**src/wfd_pkg.sv**
```systemverilog
// Shared constants and types of the wake frame detector
package wfd_pkg;
  // Register byte offsets
  localparam logic [7:0] WFD_OFS_WAKE_CONTROL_STATUS  = 8'h00;
  localparam logic [7:0] WFD_OFS_FILTER_CONFIG        = 8'h04;
  localparam logic [7:0] WFD_OFS_FILTER_CHECKSUM      = 8'h08;
  localparam logic [7:0] WFD_OFS_BYTE_SELECT_0        = 8'h0c;
  localparam logic [7:0] WFD_OFS_BYTE_SELECT_1        = 8'h10;
  localparam logic [7:0] WFD_OFS_BYTE_SELECT_2        = 8'h14;
  localparam logic [7:0] WFD_OFS_BYTE_SELECT_3        = 8'h18;
  localparam logic [7:0] WFD_OFS_STATION_WORD_A       = 8'h1c;
  localparam logic [7:0] WFD_OFS_STATION_WORD_B       = 8'h20;
  localparam logic [7:0] WFD_OFS_STATION_WORD_C       = 8'h24;
  localparam logic [7:0] WFD_OFS_PORT_IRQ_MASK        = 8'h28;
  localparam logic [7:0] WFD_OFS_PORT_IRQ_SOURCE      = 8'h2c;

  // Field positions
  localparam int WFD_BIT_MAGIC_ENABLE    = 1;
  localparam int WFD_BIT_PATTERN_ENABLE  = 2;
  localparam int WFD_BIT_MAGIC_SEEN      = 5;
  localparam int WFD_BIT_PATTERN_SEEN    = 6;
  localparam int WFD_BIT_FILTER_TRIGGER  = 24;
  localparam int WFD_BIT_ADDR_MATCH_EN   = 28;
  localparam int WFD_BIT_ANY_MCAST_EN    = 29;
  localparam int WFD_BIT_BCAST_EN        = 30;
  localparam int WFD_BIT_FILTER_EN       = 31;
  localparam int WFD_BIT_WOL_EVENT       = 8;

  // Reset and start values
  localparam logic [31:0] WFD_RST_WORD   = 32'h0000_0000;
  localparam logic [15:0] WFD_CRC_INIT   = 16'h0fff;

  // Frame layout and search figures
  localparam logic [10:0] WFD_ADDR_FIELDS_END = 11'h00c;
  localparam logic [10:0] WFD_POS_MAX         = 11'h7ff;
  localparam logic [2:0]  WFD_SYNC_LEN        = 3'h6;
  localparam logic [2:0]  WFD_ADDR_LAST_BYTE  = 3'h5;
  localparam logic [3:0]  WFD_COPIES_LAST     = 4'hf;
  localparam logic [10:0] WFD_MASK_SPAN       = 11'h080;
  localparam logic [7:0]  WFD_ALL_ONES_BYTE   = 8'hff;

  // One received byte of a frame
  typedef struct packed {
    logic       valid;
    logic       sof;
    logic [7:0] data;
  } wfd_rx_beat_t;

  // End-of-frame verdict from the receive path
  typedef struct packed {
    logic done;
    logic fcs_ok;
    logic len_ok;
  } wfd_rx_end_t;

  typedef enum logic [1:0] {
    WFD_SYNC_HUNT   = 2'b01,
    WFD_ADDR_COPIES = 2'b10
  } wfd_magic_state_t;
endpackage

```
**src/wfd_wake_frame_detector.sv**
```systemverilog
// Wake frame detector: magic packet and pattern filter wake events
//
// Local design decisions: the address map and the strobed register port.
`timescale 1ns/1ps

// Functional notes
// - Magic candidate only when destination is station address or broadcast.
// - Six all-ones bytes then sixteen unbroken station address copies mean magic.
// - Broken copy sequence restarts the hunt for a new all-ones run.
// - Sync run and copies may sit anywhere after the address fields, copies directly after sync.
// - Wake flags only for frames passing FCS and length checks.
// - Magic match sets interrupt source bit 8 and magic seen flag.
// - Mask bit j selects frame byte at offset plus j for CRC.
// - CRC-16 of selected bytes compared with expected value at end.
// - Accumulator starts at the start value, updates on selected bytes only.
// - Intermediates F0..F7 chain accumulator high bits with data bits.
// - Next accumulator formed from low bits and intermediates per fixed map.
// - Offset positions count from first destination byte as zero.
// - Address matching accepts only programmed address; mcast, bcast separately enabled.
// - Specific, any-multicast and broadcast results are ORed.
// - Wake needs filter enabled, CRC match and frame-type address condition.
// - Pattern wake sets pattern seen flag and filter triggered flag.
// - Software reset leaves all wake registers untouched.
module wfd_wake_frame_detector (
  input  wire logic                  ref_clk,
  input  wire logic                  reset,
  input  wire logic                  soft_reset,
  input  wire wfd_pkg::wfd_rx_beat_t rx_beat,
  input  wire wfd_pkg::wfd_rx_end_t  rx_end,
  input  wire logic [7:0]            reg_addr,
  input  wire logic [31:0]           reg_wdata,
  input  wire logic                  reg_write,
  input  wire logic                  reg_read,
  output logic [31:0]                reg_rdata,
  output logic                       wake_event
);
  import wfd_pkg::*;

  logic [31:0]      wake_control_status;
  logic [31:0]      filter_config_primary;
  logic [15:0]      filter_expected_checksum;
  logic [127:0]     filter_byte_select;
  logic [15:0]      station_address_word_a;
  logic [15:0]      station_address_word_b;
  logic [15:0]      station_address_word_c;
  logic [31:0]      port_irq_mask;
  logic [31:0]      port_irq_source;
  logic [10:0]      pos_count;
  logic [10:0]      cur_pos;
  logic [10:0]      rel_pos;
  logic             pos_in_window;
  logic             byte_selected;
  logic [15:0]      crc;
  logic [15:0]      crc_base;
  logic [47:0]      station;
  logic [7:0]       station_byte;
  logic             da_station_hit;
  logic             da_bcast;
  logic             da_mcast;
  logic [2:0]       ff_run;
  logic [2:0]       copy_byte;
  logic [3:0]       copy_count;
  logic             magic_hit;
  wfd_magic_state_t magic_state;
  logic             frame_good;
  logic             magic_ok;
  logic             addr_qual;
  logic             pattern_ok;
  logic             extra_sync;
  logic             copy_match;
  logic             wr_status;
  logic             wr_config;
  logic             wr_source;

  function automatic logic [15:0] crc_step(input logic [15:0] c, input logic [7:0] d);
    logic [7:0]  f;
    logic [15:0] n;
    f    = 8'h00;
    n    = 16'h0000;
    f[0] = c[15] ^ d[0];
    for (int i = 1; i < 8; i++) begin
      f[i] = c[15-i] ^ f[i-1] ^ d[i];
    end
    n[15]    = c[7] ^ f[7];
    n[14:10] = c[6:2];
    n[9]     = c[1] ^ f[0];
    n[8]     = c[0] ^ f[1];
    for (int k = 0; k < 6; k++) begin
      n[7-k] = f[k] ^ f[k+2];
    end
    n[1]     = f[6];
    n[0]     = f[7];
    return n;
  endfunction

  assign station   = {station_address_word_c, station_address_word_b, station_address_word_a};
  assign wr_status = reg_write && (reg_addr == WFD_OFS_WAKE_CONTROL_STATUS);
  assign wr_config = reg_write && (reg_addr == WFD_OFS_FILTER_CONFIG);
  assign wr_source = reg_write && (reg_addr == WFD_OFS_PORT_IRQ_SOURCE);

  assign cur_pos       = rx_beat.sof ? 11'h000 : pos_count;
  assign rel_pos       = cur_pos - {3'h0, filter_config_primary[7:0]};
  assign pos_in_window = (cur_pos >= {3'h0, filter_config_primary[7:0]}) && (rel_pos < WFD_MASK_SPAN);
  assign byte_selected = rx_beat.valid && pos_in_window && filter_byte_select[rel_pos[6:0]];
  assign crc_base      = rx_beat.sof ? WFD_CRC_INIT : crc;

  // Byte position within the frame, saturating on long frames
  always_ff @(posedge ref_clk) begin
    if (reset || soft_reset) begin
      pos_count <= 11'h000;
    end else if (rx_beat.valid) begin
      pos_count <= (cur_pos == WFD_POS_MAX) ? WFD_POS_MAX : cur_pos + 11'h001;
    end
  end

  always_ff @(posedge ref_clk) begin
    if (reset || soft_reset) begin
      crc <= WFD_CRC_INIT;
    end else if (byte_selected) begin
      crc <= crc_step(crc_base, rx_beat.data);
    end else if (rx_beat.valid && rx_beat.sof) begin
      crc <= WFD_CRC_INIT;
    end
  end

  // Destination address classification
  always_ff @(posedge ref_clk) begin
    if (reset || soft_reset) begin
      da_station_hit <= 1'b0;
      da_bcast       <= 1'b0;
      da_mcast       <= 1'b0;
    end else if (rx_beat.valid && cur_pos < 11'h006) begin
      if (rx_beat.sof) begin
        da_station_hit <= (rx_beat.data == station[7:0]);
        da_bcast       <= (rx_beat.data == WFD_ALL_ONES_BYTE);
        da_mcast       <= rx_beat.data[0];
      end else begin
        da_station_hit <= da_station_hit && (rx_beat.data == station[8*cur_pos[2:0] +: 8]);
        da_bcast       <= da_bcast && (rx_beat.data == WFD_ALL_ONES_BYTE);
      end
    end
  end

  assign station_byte = station[8*copy_byte +: 8];
  assign copy_match   = (rx_beat.data == station_byte);
  assign extra_sync   = (copy_byte == 3'h0) && (copy_count == 4'h0) &&
                        (rx_beat.data == WFD_ALL_ONES_BYTE) && !copy_match;

  always_ff @(posedge ref_clk) begin
    if (reset || soft_reset) begin
      magic_state <= WFD_SYNC_HUNT;
      ff_run      <= 3'h0;
      copy_byte   <= 3'h0;
      copy_count  <= 4'h0;
      magic_hit   <= 1'b0;
    end else if (rx_beat.valid && rx_beat.sof) begin
      magic_state <= WFD_SYNC_HUNT;
      ff_run      <= 3'h0;
      copy_byte   <= 3'h0;
      copy_count  <= 4'h0;
      magic_hit   <= 1'b0;
    end else if (rx_beat.valid && cur_pos >= WFD_ADDR_FIELDS_END && !magic_hit) begin
      case (magic_state)
        WFD_SYNC_HUNT: begin
          copy_byte  <= 3'h0;
          copy_count <= 4'h0;
          if (rx_beat.data == WFD_ALL_ONES_BYTE) begin
            if (ff_run == WFD_SYNC_LEN - 3'h1) begin
              magic_state <= WFD_ADDR_COPIES;
            end
            ff_run <= ff_run + 3'h1;
          end else begin
            ff_run <= 3'h0;
          end
        end
        WFD_ADDR_COPIES: begin
          if (copy_match) begin
            if (copy_byte == WFD_ADDR_LAST_BYTE) begin
              copy_byte <= 3'h0;
              if (copy_count == WFD_COPIES_LAST) begin
                magic_hit <= 1'b1;
              end
              copy_count <= copy_count + 4'h1;
            end else begin
              copy_byte <= copy_byte + 3'h1;
            end
          end else if (!extra_sync) begin
            magic_state <= WFD_SYNC_HUNT;
            copy_byte   <= 3'h0;
            copy_count  <= 4'h0;
            ff_run      <= (rx_beat.data == WFD_ALL_ONES_BYTE) ? 3'h1 : 3'h0;
          end
        end
        default: begin
          magic_state <= WFD_SYNC_HUNT;
          ff_run      <= 3'h0;
        end
      endcase
    end
  end

  assign frame_good = rx_end.done && rx_end.fcs_ok && rx_end.len_ok;
  assign magic_ok   = frame_good && magic_hit && wake_control_status[WFD_BIT_MAGIC_ENABLE] &&
                      (da_station_hit || da_bcast);
  assign addr_qual  = da_station_hit ||
                      (da_mcast && !da_bcast && filter_config_primary[WFD_BIT_ANY_MCAST_EN]) ||
                      (da_bcast && filter_config_primary[WFD_BIT_BCAST_EN]);

  // specific address only when matching on
  always_comb begin
    pattern_ok = 1'b0;
    if (da_bcast) begin
      pattern_ok = filter_config_primary[WFD_BIT_BCAST_EN];
    end else if (da_mcast) begin
      pattern_ok = addr_qual;
    end else begin
      pattern_ok = !filter_config_primary[WFD_BIT_ADDR_MATCH_EN] || addr_qual;
    end
    pattern_ok = pattern_ok && frame_good && filter_config_primary[WFD_BIT_FILTER_EN] &&
                 wake_control_status[WFD_BIT_PATTERN_ENABLE] && (crc == filter_expected_checksum);
  end

  always_ff @(posedge ref_clk) begin
    if (reset) begin
      wake_control_status <= WFD_RST_WORD;
    end else begin
      if (wr_status) begin
        wake_control_status[WFD_BIT_MAGIC_ENABLE]   <= reg_wdata[WFD_BIT_MAGIC_ENABLE];
        wake_control_status[WFD_BIT_PATTERN_ENABLE] <= reg_wdata[WFD_BIT_PATTERN_ENABLE];
      end
      wake_control_status[WFD_BIT_MAGIC_SEEN] <= magic_ok ||
        (wake_control_status[WFD_BIT_MAGIC_SEEN] && !(wr_status && reg_wdata[WFD_BIT_MAGIC_SEEN]));
      wake_control_status[WFD_BIT_PATTERN_SEEN] <= pattern_ok ||
        (wake_control_status[WFD_BIT_PATTERN_SEEN] && !(wr_status && reg_wdata[WFD_BIT_PATTERN_SEEN]));
    end
  end

  always_ff @(posedge ref_clk) begin
    if (reset) begin
      filter_config_primary <= WFD_RST_WORD;
    end else begin
      if (wr_config) begin
        filter_config_primary[7:0]   <= reg_wdata[7:0];
        filter_config_primary[31:28] <= reg_wdata[31:28];
      end
      filter_config_primary[WFD_BIT_FILTER_TRIGGER] <= pattern_ok ||
        (filter_config_primary[WFD_BIT_FILTER_TRIGGER] && !(wr_config && reg_wdata[WFD_BIT_FILTER_TRIGGER]));
    end
  end

  always_ff @(posedge ref_clk) begin
    if (reset) begin
      filter_expected_checksum <= WFD_RST_WORD[15:0];
      filter_byte_select       <= {4{WFD_RST_WORD}};
      station_address_word_a   <= WFD_RST_WORD[15:0];
      station_address_word_b   <= WFD_RST_WORD[15:0];
      station_address_word_c   <= WFD_RST_WORD[15:0];
      port_irq_mask            <= WFD_RST_WORD;
    end else if (reg_write) begin
      case (reg_addr)
        WFD_OFS_FILTER_CHECKSUM: filter_expected_checksum  <= reg_wdata[15:0];
        WFD_OFS_BYTE_SELECT_0:   filter_byte_select[31:0]   <= reg_wdata;
        WFD_OFS_BYTE_SELECT_1:   filter_byte_select[63:32]  <= reg_wdata;
        WFD_OFS_BYTE_SELECT_2:   filter_byte_select[95:64]  <= reg_wdata;
        WFD_OFS_BYTE_SELECT_3:   filter_byte_select[127:96] <= reg_wdata;
        WFD_OFS_STATION_WORD_A:  station_address_word_a    <= reg_wdata[15:0];
        WFD_OFS_STATION_WORD_B:  station_address_word_b    <= reg_wdata[15:0];
        WFD_OFS_STATION_WORD_C:  station_address_word_c    <= reg_wdata[15:0];
        WFD_OFS_PORT_IRQ_MASK:   port_irq_mask[WFD_BIT_WOL_EVENT] <= reg_wdata[WFD_BIT_WOL_EVENT];
        default: begin
        end
      endcase
    end
  end

  always_ff @(posedge ref_clk) begin
    if (reset) begin
      port_irq_source <= WFD_RST_WORD;
    end else begin
      port_irq_source[WFD_BIT_WOL_EVENT] <= magic_ok || pattern_ok ||
        (port_irq_source[WFD_BIT_WOL_EVENT] && !(wr_source && reg_wdata[WFD_BIT_WOL_EVENT]));
    end
  end

  always_ff @(posedge ref_clk) begin
    if (reset) begin
      wake_event <= 1'b0;
    end else begin
      wake_event <= port_irq_source[WFD_BIT_WOL_EVENT] && port_irq_mask[WFD_BIT_WOL_EVENT];
    end
  end

  // Read data one cycle after the strobe, zero otherwise
  always_ff @(posedge ref_clk) begin
    if (reset) begin
      reg_rdata <= WFD_RST_WORD;
    end else if (reg_read) begin
      case (reg_addr)
        WFD_OFS_WAKE_CONTROL_STATUS: reg_rdata <= wake_control_status;
        WFD_OFS_FILTER_CONFIG:       reg_rdata <= filter_config_primary;
        WFD_OFS_FILTER_CHECKSUM:     reg_rdata <= {16'h0000, filter_expected_checksum};
        WFD_OFS_BYTE_SELECT_0:       reg_rdata <= filter_byte_select[31:0];
        WFD_OFS_BYTE_SELECT_1:       reg_rdata <= filter_byte_select[63:32];
        WFD_OFS_BYTE_SELECT_2:       reg_rdata <= filter_byte_select[95:64];
        WFD_OFS_BYTE_SELECT_3:       reg_rdata <= filter_byte_select[127:96];
        WFD_OFS_STATION_WORD_A:      reg_rdata <= {16'h0000, station_address_word_a};
        WFD_OFS_STATION_WORD_B:      reg_rdata <= {16'h0000, station_address_word_b};
        WFD_OFS_STATION_WORD_C:      reg_rdata <= {16'h0000, station_address_word_c};
        WFD_OFS_PORT_IRQ_MASK:       reg_rdata <= port_irq_mask;
        WFD_OFS_PORT_IRQ_SOURCE:     reg_rdata <= port_irq_source;
        default:                     reg_rdata <= WFD_RST_WORD;
      endcase
    end else begin
      reg_rdata <= WFD_RST_WORD;
    end
  end
endmodule

```
**config.mk**
```make
export PLATFORM = sky130hd
export DESIGN_NAME = wfd_wake_frame_detector
export DESIGN_NICKNAME = d
export VERILOG_FILES = /design/src/wfd_pkg.sv /design/src/wfd_wake_frame_detector.sv
export SDC_FILE = /design/constraint.sdc
export NUM_CORES = 1
export LEC_CHECK = 0
export BUFFER_PORTS_ARGS = -buffer_cell sky130_fd_sc_hd__buf_2
export CORE_MARGIN = 2
export CORE_UTILIZATION = 66
export DETAILED_ROUTE_END_ITERATION = 10
export GPL_TIMING_DRIVEN = 1
export PLACE_DENSITY = 0.86
export REMOVE_ABC_BUFFERS = 1
export SLEW_MARGIN = 10
export SYNTH_ARGS = -nofsm -noshare
export SYNTH_HDL_FRONTEND = slang
export SYNTH_SLANG_ARGS = --single-unit
```
**constraint.sdc**
```tcl
create_clock -name ref_clk -period 9.7 [get_ports ref_clk]
set_clock_uncertainty 0.1 [all_clocks]
set_input_delay 2.91 -clock ref_clk [delete_from_list [all_inputs] [get_ports ref_clk]]
set_output_delay 2.91 -clock ref_clk [all_outputs]
set_load 0.01 [all_outputs]
```
Word-level counts from Yosys, hierarchy flattened
Index checks and enable logic that the tools add are counted.
{"block": "word_totals", "register_bits": 287, "word_cells": 197}
{"block": "classes", "addsub": 5, "order_cmp": 5, "eq_ne": 28, "shifts": 2, "n_mux": 30, "bitwise_logic": 25, "reduce_logical": 76}
{"cell": "32-bit case mux with 12 select lines", "n": 1}
{"cell": "48-bit by 7-bit variable part select with 8-bit output", "n": 2}
{"cell": "16-bit two-way mux", "n": 3}
{"cell": "1-bit logical AND", "n": 36}
{"cell": "8-bit by 5-bit equality test with 1-bit output (second input constant)", "n": 4}
{"cell": "8-bit by 6-bit equality test with 1-bit output (second input constant)", "n": 4}
{"cell": "8-bit equality test", "n": 3}
{"cell": "1-bit XOR", "n": 24}
{"cell": "11-bit two-way mux", "n": 2}
{"cell": "2-bit AND reduction", "n": 10}
{"cell": "3-bit two-way mux", "n": 6}
{"cell": "16-bit equality test", "n": 1}
{"cell": "8-bit by 4-bit equality test with 1-bit output (second input constant)", "n": 2}
{"cell": "4-bit two-way mux", "n": 3}
{"cell": "3-bit case mux with 2 select lines", "n": 2}
{"cell": "11-bit by 1-bit adder with 11-bit output (second input constant)", "n": 1}
{"cell": "11-bit equality test (second input constant)", "n": 1}
{"cell": "11-bit by 4-bit greater-or-equal comparator with 1-bit output (second input constant)", "n": 1}
{"cell": "11-bit by 8-bit greater-or-equal comparator with 1-bit output", "n": 1}
{"cell": "11-bit by 3-bit < comparator with 1-bit output (second input constant)", "n": 1}
{"cell": "11-bit by 8-bit < comparator with 1-bit output (second input constant)", "n": 1}
{"cell": "11-bit by 8-bit subtractor with 11-bit output", "n": 1}
{"cell": "1-bit logical OR", "n": 10}
{"cell": "5-bit AND reduction", "n": 2}
{"cell": "25 further kinds", "n": 49}

Longest topological paths before layout
Gate-level depths: netlist (run 1).
{"block": "logic_depth", "ltp_word": 18, "mapped_depth": 19, "mapped_depth_nobuf": 13}

Worst setup path after synthesis (run 1)
Ideal clock, no wire load.
{"block": "synth_timing", "kind": "input to register", "startpoint": "input port rx_beat[8] (netlist bit)", "endpoint": "register crc[10]", "arrival_time_ns": 6.784, "path_slack_ns": 2.744, "stages": 19, "path_buffers": 7, "path_cell_list": "nor2b_1 -> clkbuf_1 -> clkbuf_1 -> inv_1 -> ha_1 -> fa_1 -> buf_2 -> buf_2 -> buf_2 -> mux2i_1 -> a31oi_1 -> nand2_1 -> o211ai_1 -> o311ai_0 -> nand3_1 -> and4_1 -> buf_2 -> buf_2 -> mux2i_1"}
{"block": "synth_between", "elab_chain_cells": 7, "elab_cells_between_ends": 13, "classes_between": "add/sub (1); order compare (2); mux (5); reduce/logical (5)"}
{"element": "from (decl)", "line": "wfd_wake_frame_detector.sv:28", "text": "input wire wfd_pkg::wfd_rx_beat_t rx_beat,"}
{"element": "branches (longest 7 deep; another with 11-bit by 8-bit subtractor with 11-bit output)"}
{"element": "to (signal assigned)", "line": "wfd_wake_frame_detector.sv:120", "text": "crc <= crc_step(crc_base, rx_beat.data);"}
{"element": "to (decl)", "line": "wfd_wake_frame_detector.sv:53", "text": "logic [15:0] crc;"}
Several ways; the timed one is not identified. The select of a mux whose other input is x is not followed.
A chain may end at the register's enable or synchronous reset.

Worst setup path in the final report (run 1)
{"block": "layout_timing", "startpoint": "input port rx_beat[8] (netlist bit)", "endpoint": "register crc[3]"}
{"block": "layout_between", "elab_chain_cells": 16, "elab_cells_between_ends": 27, "classes_between": "add/sub (1); order compare (2); mux (5); bitwise (14); reduce/logical (5)"}
{"element": "branches (longest 16 deep; another with 11-bit by 8-bit subtractor with 11-bit output)"}
Several ways; the timed one is not identified. The select of a mux whose other input is x is not followed.

==> impl_metrics.tcl, run 1 <==
set metrics [dict create \
    critPathArrivalTime_ns 8.23 \
    overflow 0 \
    min_path_type "reg2reg" \
    worstSetupPathType "in2reg" \
    core_um2 21900 \
    crit_slowest_cell "fa_4" \
    final-hold-violation-count 0 \
    worstMarginPinSlew_ns 1.18 \
    syn_inst 1886 \
    post-cts-setup-buffers 0 \
    worstPathCellList "buf_2 -> nor2b_1 -> inv_1 -> fa_4 -> a2111oi_0 -> a31oi_1 -> o311ai_0 -> o211ai_1 -> nand3b_1 -> nand3b_1 -> and4_1 -> mux2i_1" \
    clkLatencyLatePin_ns 0.56 \
    critPathMostFrequentCell "nand3b_1" \
    viasPerCell 6.89 \
    chipWidth_um 154 \
    ys_seq_area_share_pct 38.8 \
    clk_path_buf_depth 3 \
    drt_wl_total_mm 49.0 \
    wl_per_cell_um 22.5 \
    grt_pass1_vias 13888 \
    htree_levels 1 \
    synth_async_sr_flop_share_pct 0 \
    yosys.area.top_type "dfxtp_1" \
    synthTopCellsByArea "dfxtp_1 (39%), nand2_1 (11%), a21oi_1 (9.0%)" \
    n_antenna_cell 0 \
    path_delay_family "simple AND/OR/NAND/NOR gates" \
    cts.sinks 287 \
    cp_num_buf_inv 2 \
    end_kind "flip-flop" \
    slew-limit-headroom_pct 21.2 \
    vias 14983 \
    rows 54 \
    grt_max_degree 162 \
    start_util_pct 67.6 \
    final_nets 1944 \
    drcViolationCount 0 \
    cts_resized 0 \
    syn_avg_cell_area_um2 7.84 \
    ir_drop_mv 0.151 \
    synth.distinct_cells 66 \
    placed_area_um2 15200 \
    cts_tree "built" \
    dp_hpwl_mm 32.0 \
    finalCritPeriodShare_pct 81.0 \
    cts_root_buf "clkbuf_16" \
    status "complete, no violations" \
    tns_ns 0 \
    fmax_mhz 127 \
    io_buffers 90 \
    drive_gt1_share_pct 11.4 \
    synthTopCellsByCount "nand2_1 (427), dfxtp_1 (287), a21oi_1 (266), clkbuf_1 (141), mux2i_1 (78)" \
    dieArea_um2 23600 \
    rsz0062_at_grt "no" \
    drt.antenna.violating_nets 0 \
    synth-edff-count 0 \
    clk_pin_slew_worst_paths_ns 0.06 \
    synth-main-ff-cell "dfxtp_1" \
    power_leakage_uw 0.00539 \
    drv_slew 0 \
    area_delta_synth_final_pct 10.3 \
    io_pins 91 \
    place.gp.congestion 1.01 \
    first_iter_violations 2321 \
    track_usage_pct 39.8 \
    stdcell_area_um2 16300 \
    ys_warn_count 0 \
    setup_viol 0 \
    cts_hold_buf 0 \
    synth_seq_cells 287 \
    firstDrtPassIters 6 \
    cp-start-kind "primary input" \
    grt_first_pass_wirelength_mm 76.2 \
    power_density_nw_per_um2 163 \
    synthesis.area_um2 14800 \
    antenna_found_initial 0 \
    cts_buffers 31 \
    worst-path-max-fanout 93 \
    die_y_um 154 \
    max_cap_viol_count 0 \
    fin_crit_ns 7.85 \
    slowest_delay_ns 1.63 \
    fin_util_pct 74.6 \
    synth.most_common_cell "nand2_1" \
    required_ns 10.08 \
    synth_top_cell_area_share_pct 38.8 \
]
cell families after synthesis:
kind of cell,synth area share [%]
AO/OA/AOI/OAI,22.6
XOR/XNOR,4.20
adder cells (fa/ha/maj),1.40
buffers and inverters,5.31
flip-flops,38.8
multiplexers,7.13
AND/OR/NAND/NOR,20.6
sequential cells by signal, summed over array words and instances (netlist names):
name and count:
da_mcast 1, station_address_word_c 16, filter_config_primary 13, magic_state 2
da_bcast 1, da_station_hit 1, filter_expected_checksum 16, port_irq_mask 1
crc 16, filter_byte_select 128, magic_hit 1, port_irq_source 1
wake_event 1, copy_byte 3, ff_run 3, station_address_word_b 16
pos_count 11, copy_count 4, wake_control_status 4, station_address_word_a 16
reg_rdata 32
metrics by stage:
stage	std cells	hold WS [ns]	setup WS, ns	total power, uW
5_1_grt	2174	0.395	1.50	2710
3_3_place_gp	2117	0.344	1.68	1360
6_report	2174	0.369	1.85	2660
2_1_floorplan	1719	0.326	0.708	1280
3_5_place_dp	2117	0.357	1.47	1360
4_1_cts	2174	0.366	2.00	2650
cells in the final DEF (no fill, tap or decap), types with 5 or more instances in the layout:
cell type / instances
nand2_1: 427
dfxtp_1: 287
a21oi_1: 266
buf_2: 89
mux2i_1: 78
a22oi_1: 68
nor2_1: 67
nand3_1: 56
a31oi_1: 44
nor2b_1: 39
xnor2_1: 35
xor2_1: 34
o21ai_0: 32
a2111oi_0: 31
clkbuf_16: 31
buf_4: 27
inv_1: 26
nor3_1: 20
a22o_1: 15
a221oi_1: 15
ha_1: 15
or3_1: 13
mux2_2: 12
nand3b_1: 10
o22ai_1: 10
clkbuf_8: 10
and2_1: 9
a41oi_1: 8
nand2b_1: 7
nor4_1: 7
o211ai_1: 7
nor2_2: 6
o311ai_0: 6
nand4_1: 6
bufinv_16: 6
or4_1: 5
mux4_2: 5
and3_1: 5
o221a_2: 5
clkinv_2: 5
layer usage:
metal	GRT usage (%)	vias to the layer above	share of wire (%)
met5	0	-	0
met4	19.3	0	6.1
met3	8.99	260	14
met2	59.6	1183	43
met1	54.4	6917	37
li1	-	6623	-
power by group:
part           total [uW]  switching, uW  internal (uW)
clock network        1310            496            818
registers            1190           6.18           1180
logic                 154            105           49.1
total                2660            608           2050
worst register-to-register path: stages, from the launching register on:
cell       delay, ns
dfxtp_1         0.74
nor2b_1         0.26
inv_1           0.10
ha_1            0.24
fa_4            1.57
a2111oi_0       0.33
a31oi_1         0.20
o311ai_0        0.19
o211ai_1        0.29
nand3b_1        0.11
nand3b_1        0.09
and4_1          0.91
mux2i_1         0.30
layout make-up:
type | instances | area (um2)
Multi-Input combinational cell | 1406 | 8300
Inverter | 26 | 97.6
Clock inverter | 14 | 229
Clock buffer | 43 | 921
Sequential cell | 287 | 5750
Timing Repair Buffer | 118 | 679
Fill cell | 1583 | 5570
Tap cell | 280 | 350
final timing paths:
check | start | to | slack (ns) | cells past startpoint
max | rx_beat[8] | crc[3] | 1.85 | 12
min | port_irq_mask[8] | wake_event | 0.37 | 2
max reg2reg | pos_count[0] | crc[3] | 4.19 | 12
min reg2reg | port_irq_mask[8] | wake_event | 0.37 | 2
Note: power is estimated with default switching activity, not from simulation.
==> run 2, diff against run 1 <==
--- a/config.mk
+++ b/config.mk
@@ -7,10 +7,10 @@
 export LEC_CHECK = 0
 export BUFFER_PORTS_ARGS = -buffer_cell sky130_fd_sc_hd__buf_2
 export CORE_MARGIN = 2
-export CORE_UTILIZATION = 66
+export CORE_UTILIZATION = 55
 export DETAILED_ROUTE_END_ITERATION = 10
 export GPL_TIMING_DRIVEN = 1
-export PLACE_DENSITY = 0.86
+export PLACE_DENSITY = 0.76
 export REMOVE_ABC_BUFFERS = 1
 export SLEW_MARGIN = 10
 export SYNTH_ARGS = -nofsm -noshare
==> constraint.sdc (replaced) <==
create_clock -name ref_clk -period 6.5 [get_ports ref_clk]
set_clock_uncertainty 0.1 [all_clocks]
set_input_delay 1.95 -clock ref_clk [delete_from_list [all_inputs] [get_ports ref_clk]]
set_output_delay 1.95 -clock ref_clk [all_outputs]
set_load 0.01 [all_outputs]
==> run 2 against run 1 <==
Net effect:
- clock-buffer cell count is 3 lower
- global-route usage is 5.1 points lower
- worst hold slack better by 0.0039 ns
- final area is 0.67% higher
- final cell count is 3.4% higher
- routed wire length is 2.8% higher
- via count is 1.9% lower
- first-iteration DRC count is 9.6% lower
- core utilization is 13 points lower
- critical path type unchanged
- highest routed layer unchanged
==> impl_metrics.tcl, run 2 (synthesis results as in run 1) <==
set metrics [dict create \
    worstPathCellList "buf_2 -> nor2b_1 -> inv_1 -> ha_1 -> fa_4 -> buf_4 -> mux2i_1 -> nand3_1 -> o311ai_0 -> o211ai_1 -> o311ai_0 -> nand3b_1 -> and4_1 -> mux2i_1" \
    die_y_um 168 \
    grt_first_pass_wirelength_mm 77.5 \
    cts_resized 0 \
    switchingPower_uw 905 \
    multi_input_area_um2 8300 \
    min_path_type "reg2reg" \
    clk_pin_slew_worst_paths_ns 0.06 \
    place.gp.congestion 0.988 \
    antenna_found_initial 0 \
    p_sw_share_pct 23.4 \
    area_delta_synth_final_pct 11.1 \
    layout_common_cells "nand2_1 (427), dfxtp_1 (287), a21oi_1 (266), buf_2 (89), mux2i_1 (78)" \
    worstSetupPathType "in2reg" \
    groute.layer.met1.usage_pct 46.9 \
    grt_busiest_layer "met2" \
    worstMarginPinSlew_ns 1.11 \
    drcViolationCount 0 \
    dieArea_um2 28200 \
    cts_root_buf "clkbuf_16" \
    clk_path_buf_depth 3 \
    regArea_um2 5750 \
    final-hold-violation-count 0 \
    largest-register "filter_byte_select" \
    reg2reg_slack_ns 1.40 \
    tns_ns 0 \
    cts.sinks 287 \
    cts_tree "built" \
    rsz0062_at_grt "no" \
    grt_max_degree 94 \
    vias 14705 \
    finalCritPeriodShare_pct 89.4 \
    critPathArrivalTime_ns 6.18 \
    overflow 0 \
    clkLatencyLatePin_ns 0.57 \
    worst-path-max-fanout 30 \
    post-cts-setup-buffers 0 \
    firstDrtPassIters 5 \
    viasPerCell 6.54 \
    grt_pass1_vias 13694 \
    power_density_nw_per_um2 235 \
    drive_gt1_share_pct 12.0 \
    drv_slew 0 \
    reg.largest.list "filter_byte_select: 128 flops, reg_rdata: 32 flops" \
    crit_slowest_cell "fa_4" \
    htree_levels 1 \
    power_frac_clock_pct 48.0 \
    drt_wl_total_mm 50.3 \
    final_common_cell "nand2_1" \
    nFillCells 2317 \
    io_pins 91 \
    cts_buffers 31 \
    placed_area_um2 15400 \
    grtUsageMet2_pct 53.2 \
    p_int_uw 2960 \
    n_antenna_cell 0 \
    cts_hold_buf 0 \
    max_cap_viol_count 0 \
    io_buffers 90 \
    end_kind "flip-flop" \
    fin_crit_ns 5.81 \
    setup_viol 0 \
    largest_reg_flops 128 \
    required_ns 6.87 \
    rows 60 \
    core_um2 26700 \
    pwr-share-comb_pct 6.1 \
    gr-usage-met3_pct 8.70 \
    place_inst 2193 \
    final_nets 1959 \
    wl_per_cell_um 22.4 \
    chipWidth_um 168 \
    dp_hpwl_mm 34.5 \
    status "complete, no violations" \
    drt.antenna.violating_nets 0 \
    track_usage_pct 34.6 \
    stdcell_count 2247 \
    cp-start-kind "primary input" \
    slowest_delay_ns 1.12 \
    p_seq_share_pct 46.0 \
    first_iter_violations 2098 \
    power_leakage_uw 0.00544 \
    stdcell_area_um2 16400 \
    ir_drop_mv 0.195 \
    start_util_pct 55.5 \
    fmax_mhz 172 \
    slew-limit-headroom_pct 25.6 \
]
-- run 2: changes by cell type in the layout (fill, tap and decap cells not counted), sizes merged --
cell,change
clkbuf,-3
clkinv,+3
clkinvlp,-2
inv,+1
buf,+15
bufinv,-2
-- run 2: path summary, 6_finish.rpt --
kind / from / end / cells after the start
hold reg to reg: filter_byte_select[119] / filter_byte_select[119] / 2
setup reg to reg: pos_count[0] / crc[12] / 13
setup / recovery: rx_beat[8] / crc[12] / 14
hold / removal: filter_byte_select[119] / filter_byte_select[119] / 2
-- run 2: area by class of cell --
class	instances	share of cell area, %
clock buffer	40	5.41
tap	341	2.60
timing repair buffer	133	4.82
sequential	287	35.0
multi-input combinational	1406	50.5
clock inverter	14	1.10
inverter	26	0.594
-- run 2: per-layer routing --
layer	share of wire (%)	up-vias
li1	-	6659
met1	40	6946
met2	43	936
met3	13	164
met4	4.4	0
met5	0	-
-- run 2: power groups by stage --
stage | registers [uW] | clock network [uW] | logic (uW)
6_report | 1770 | 1850 | 234
5_1_grt | 1770 | 1930 | 249
4_1_cts | 1770 | 1860 | 227
3_5_place_dp | 1810 | 0 | 226
3_3_place_gp | 1810 | 0 | 223
2_1_floorplan | 1810 | 0 | 107
-- run 2: critical path: cells and delay by family --
family	cells	cell delay, ns
adders and majority gates	2	1.34
muxes	2	0.38
buffers and inverters	3	0.56
AOI/OAI and AO/OA	3	0.59
and+or+nand+nor	4	1.31
-- run 2: per-stage QoR --
step | utilization (%) | total power, uW | worst slack [ns] | hold WS, ns
3_5_place_dp | 57.6 | 2040 | 0.200 | 0.364
4_1_cts | 61.7 | 3860 | 0.760 | 0.372
5_1_grt | 61.7 | 3950 | 0.412 | 0.389
6_report | 61.7 | 3860 | 0.689 | 0.373
3_3_place_gp | 57.6 | 2040 | 0.330 | 0.351
2_1_floorplan | - | 1920 | -1.53 | 0.326
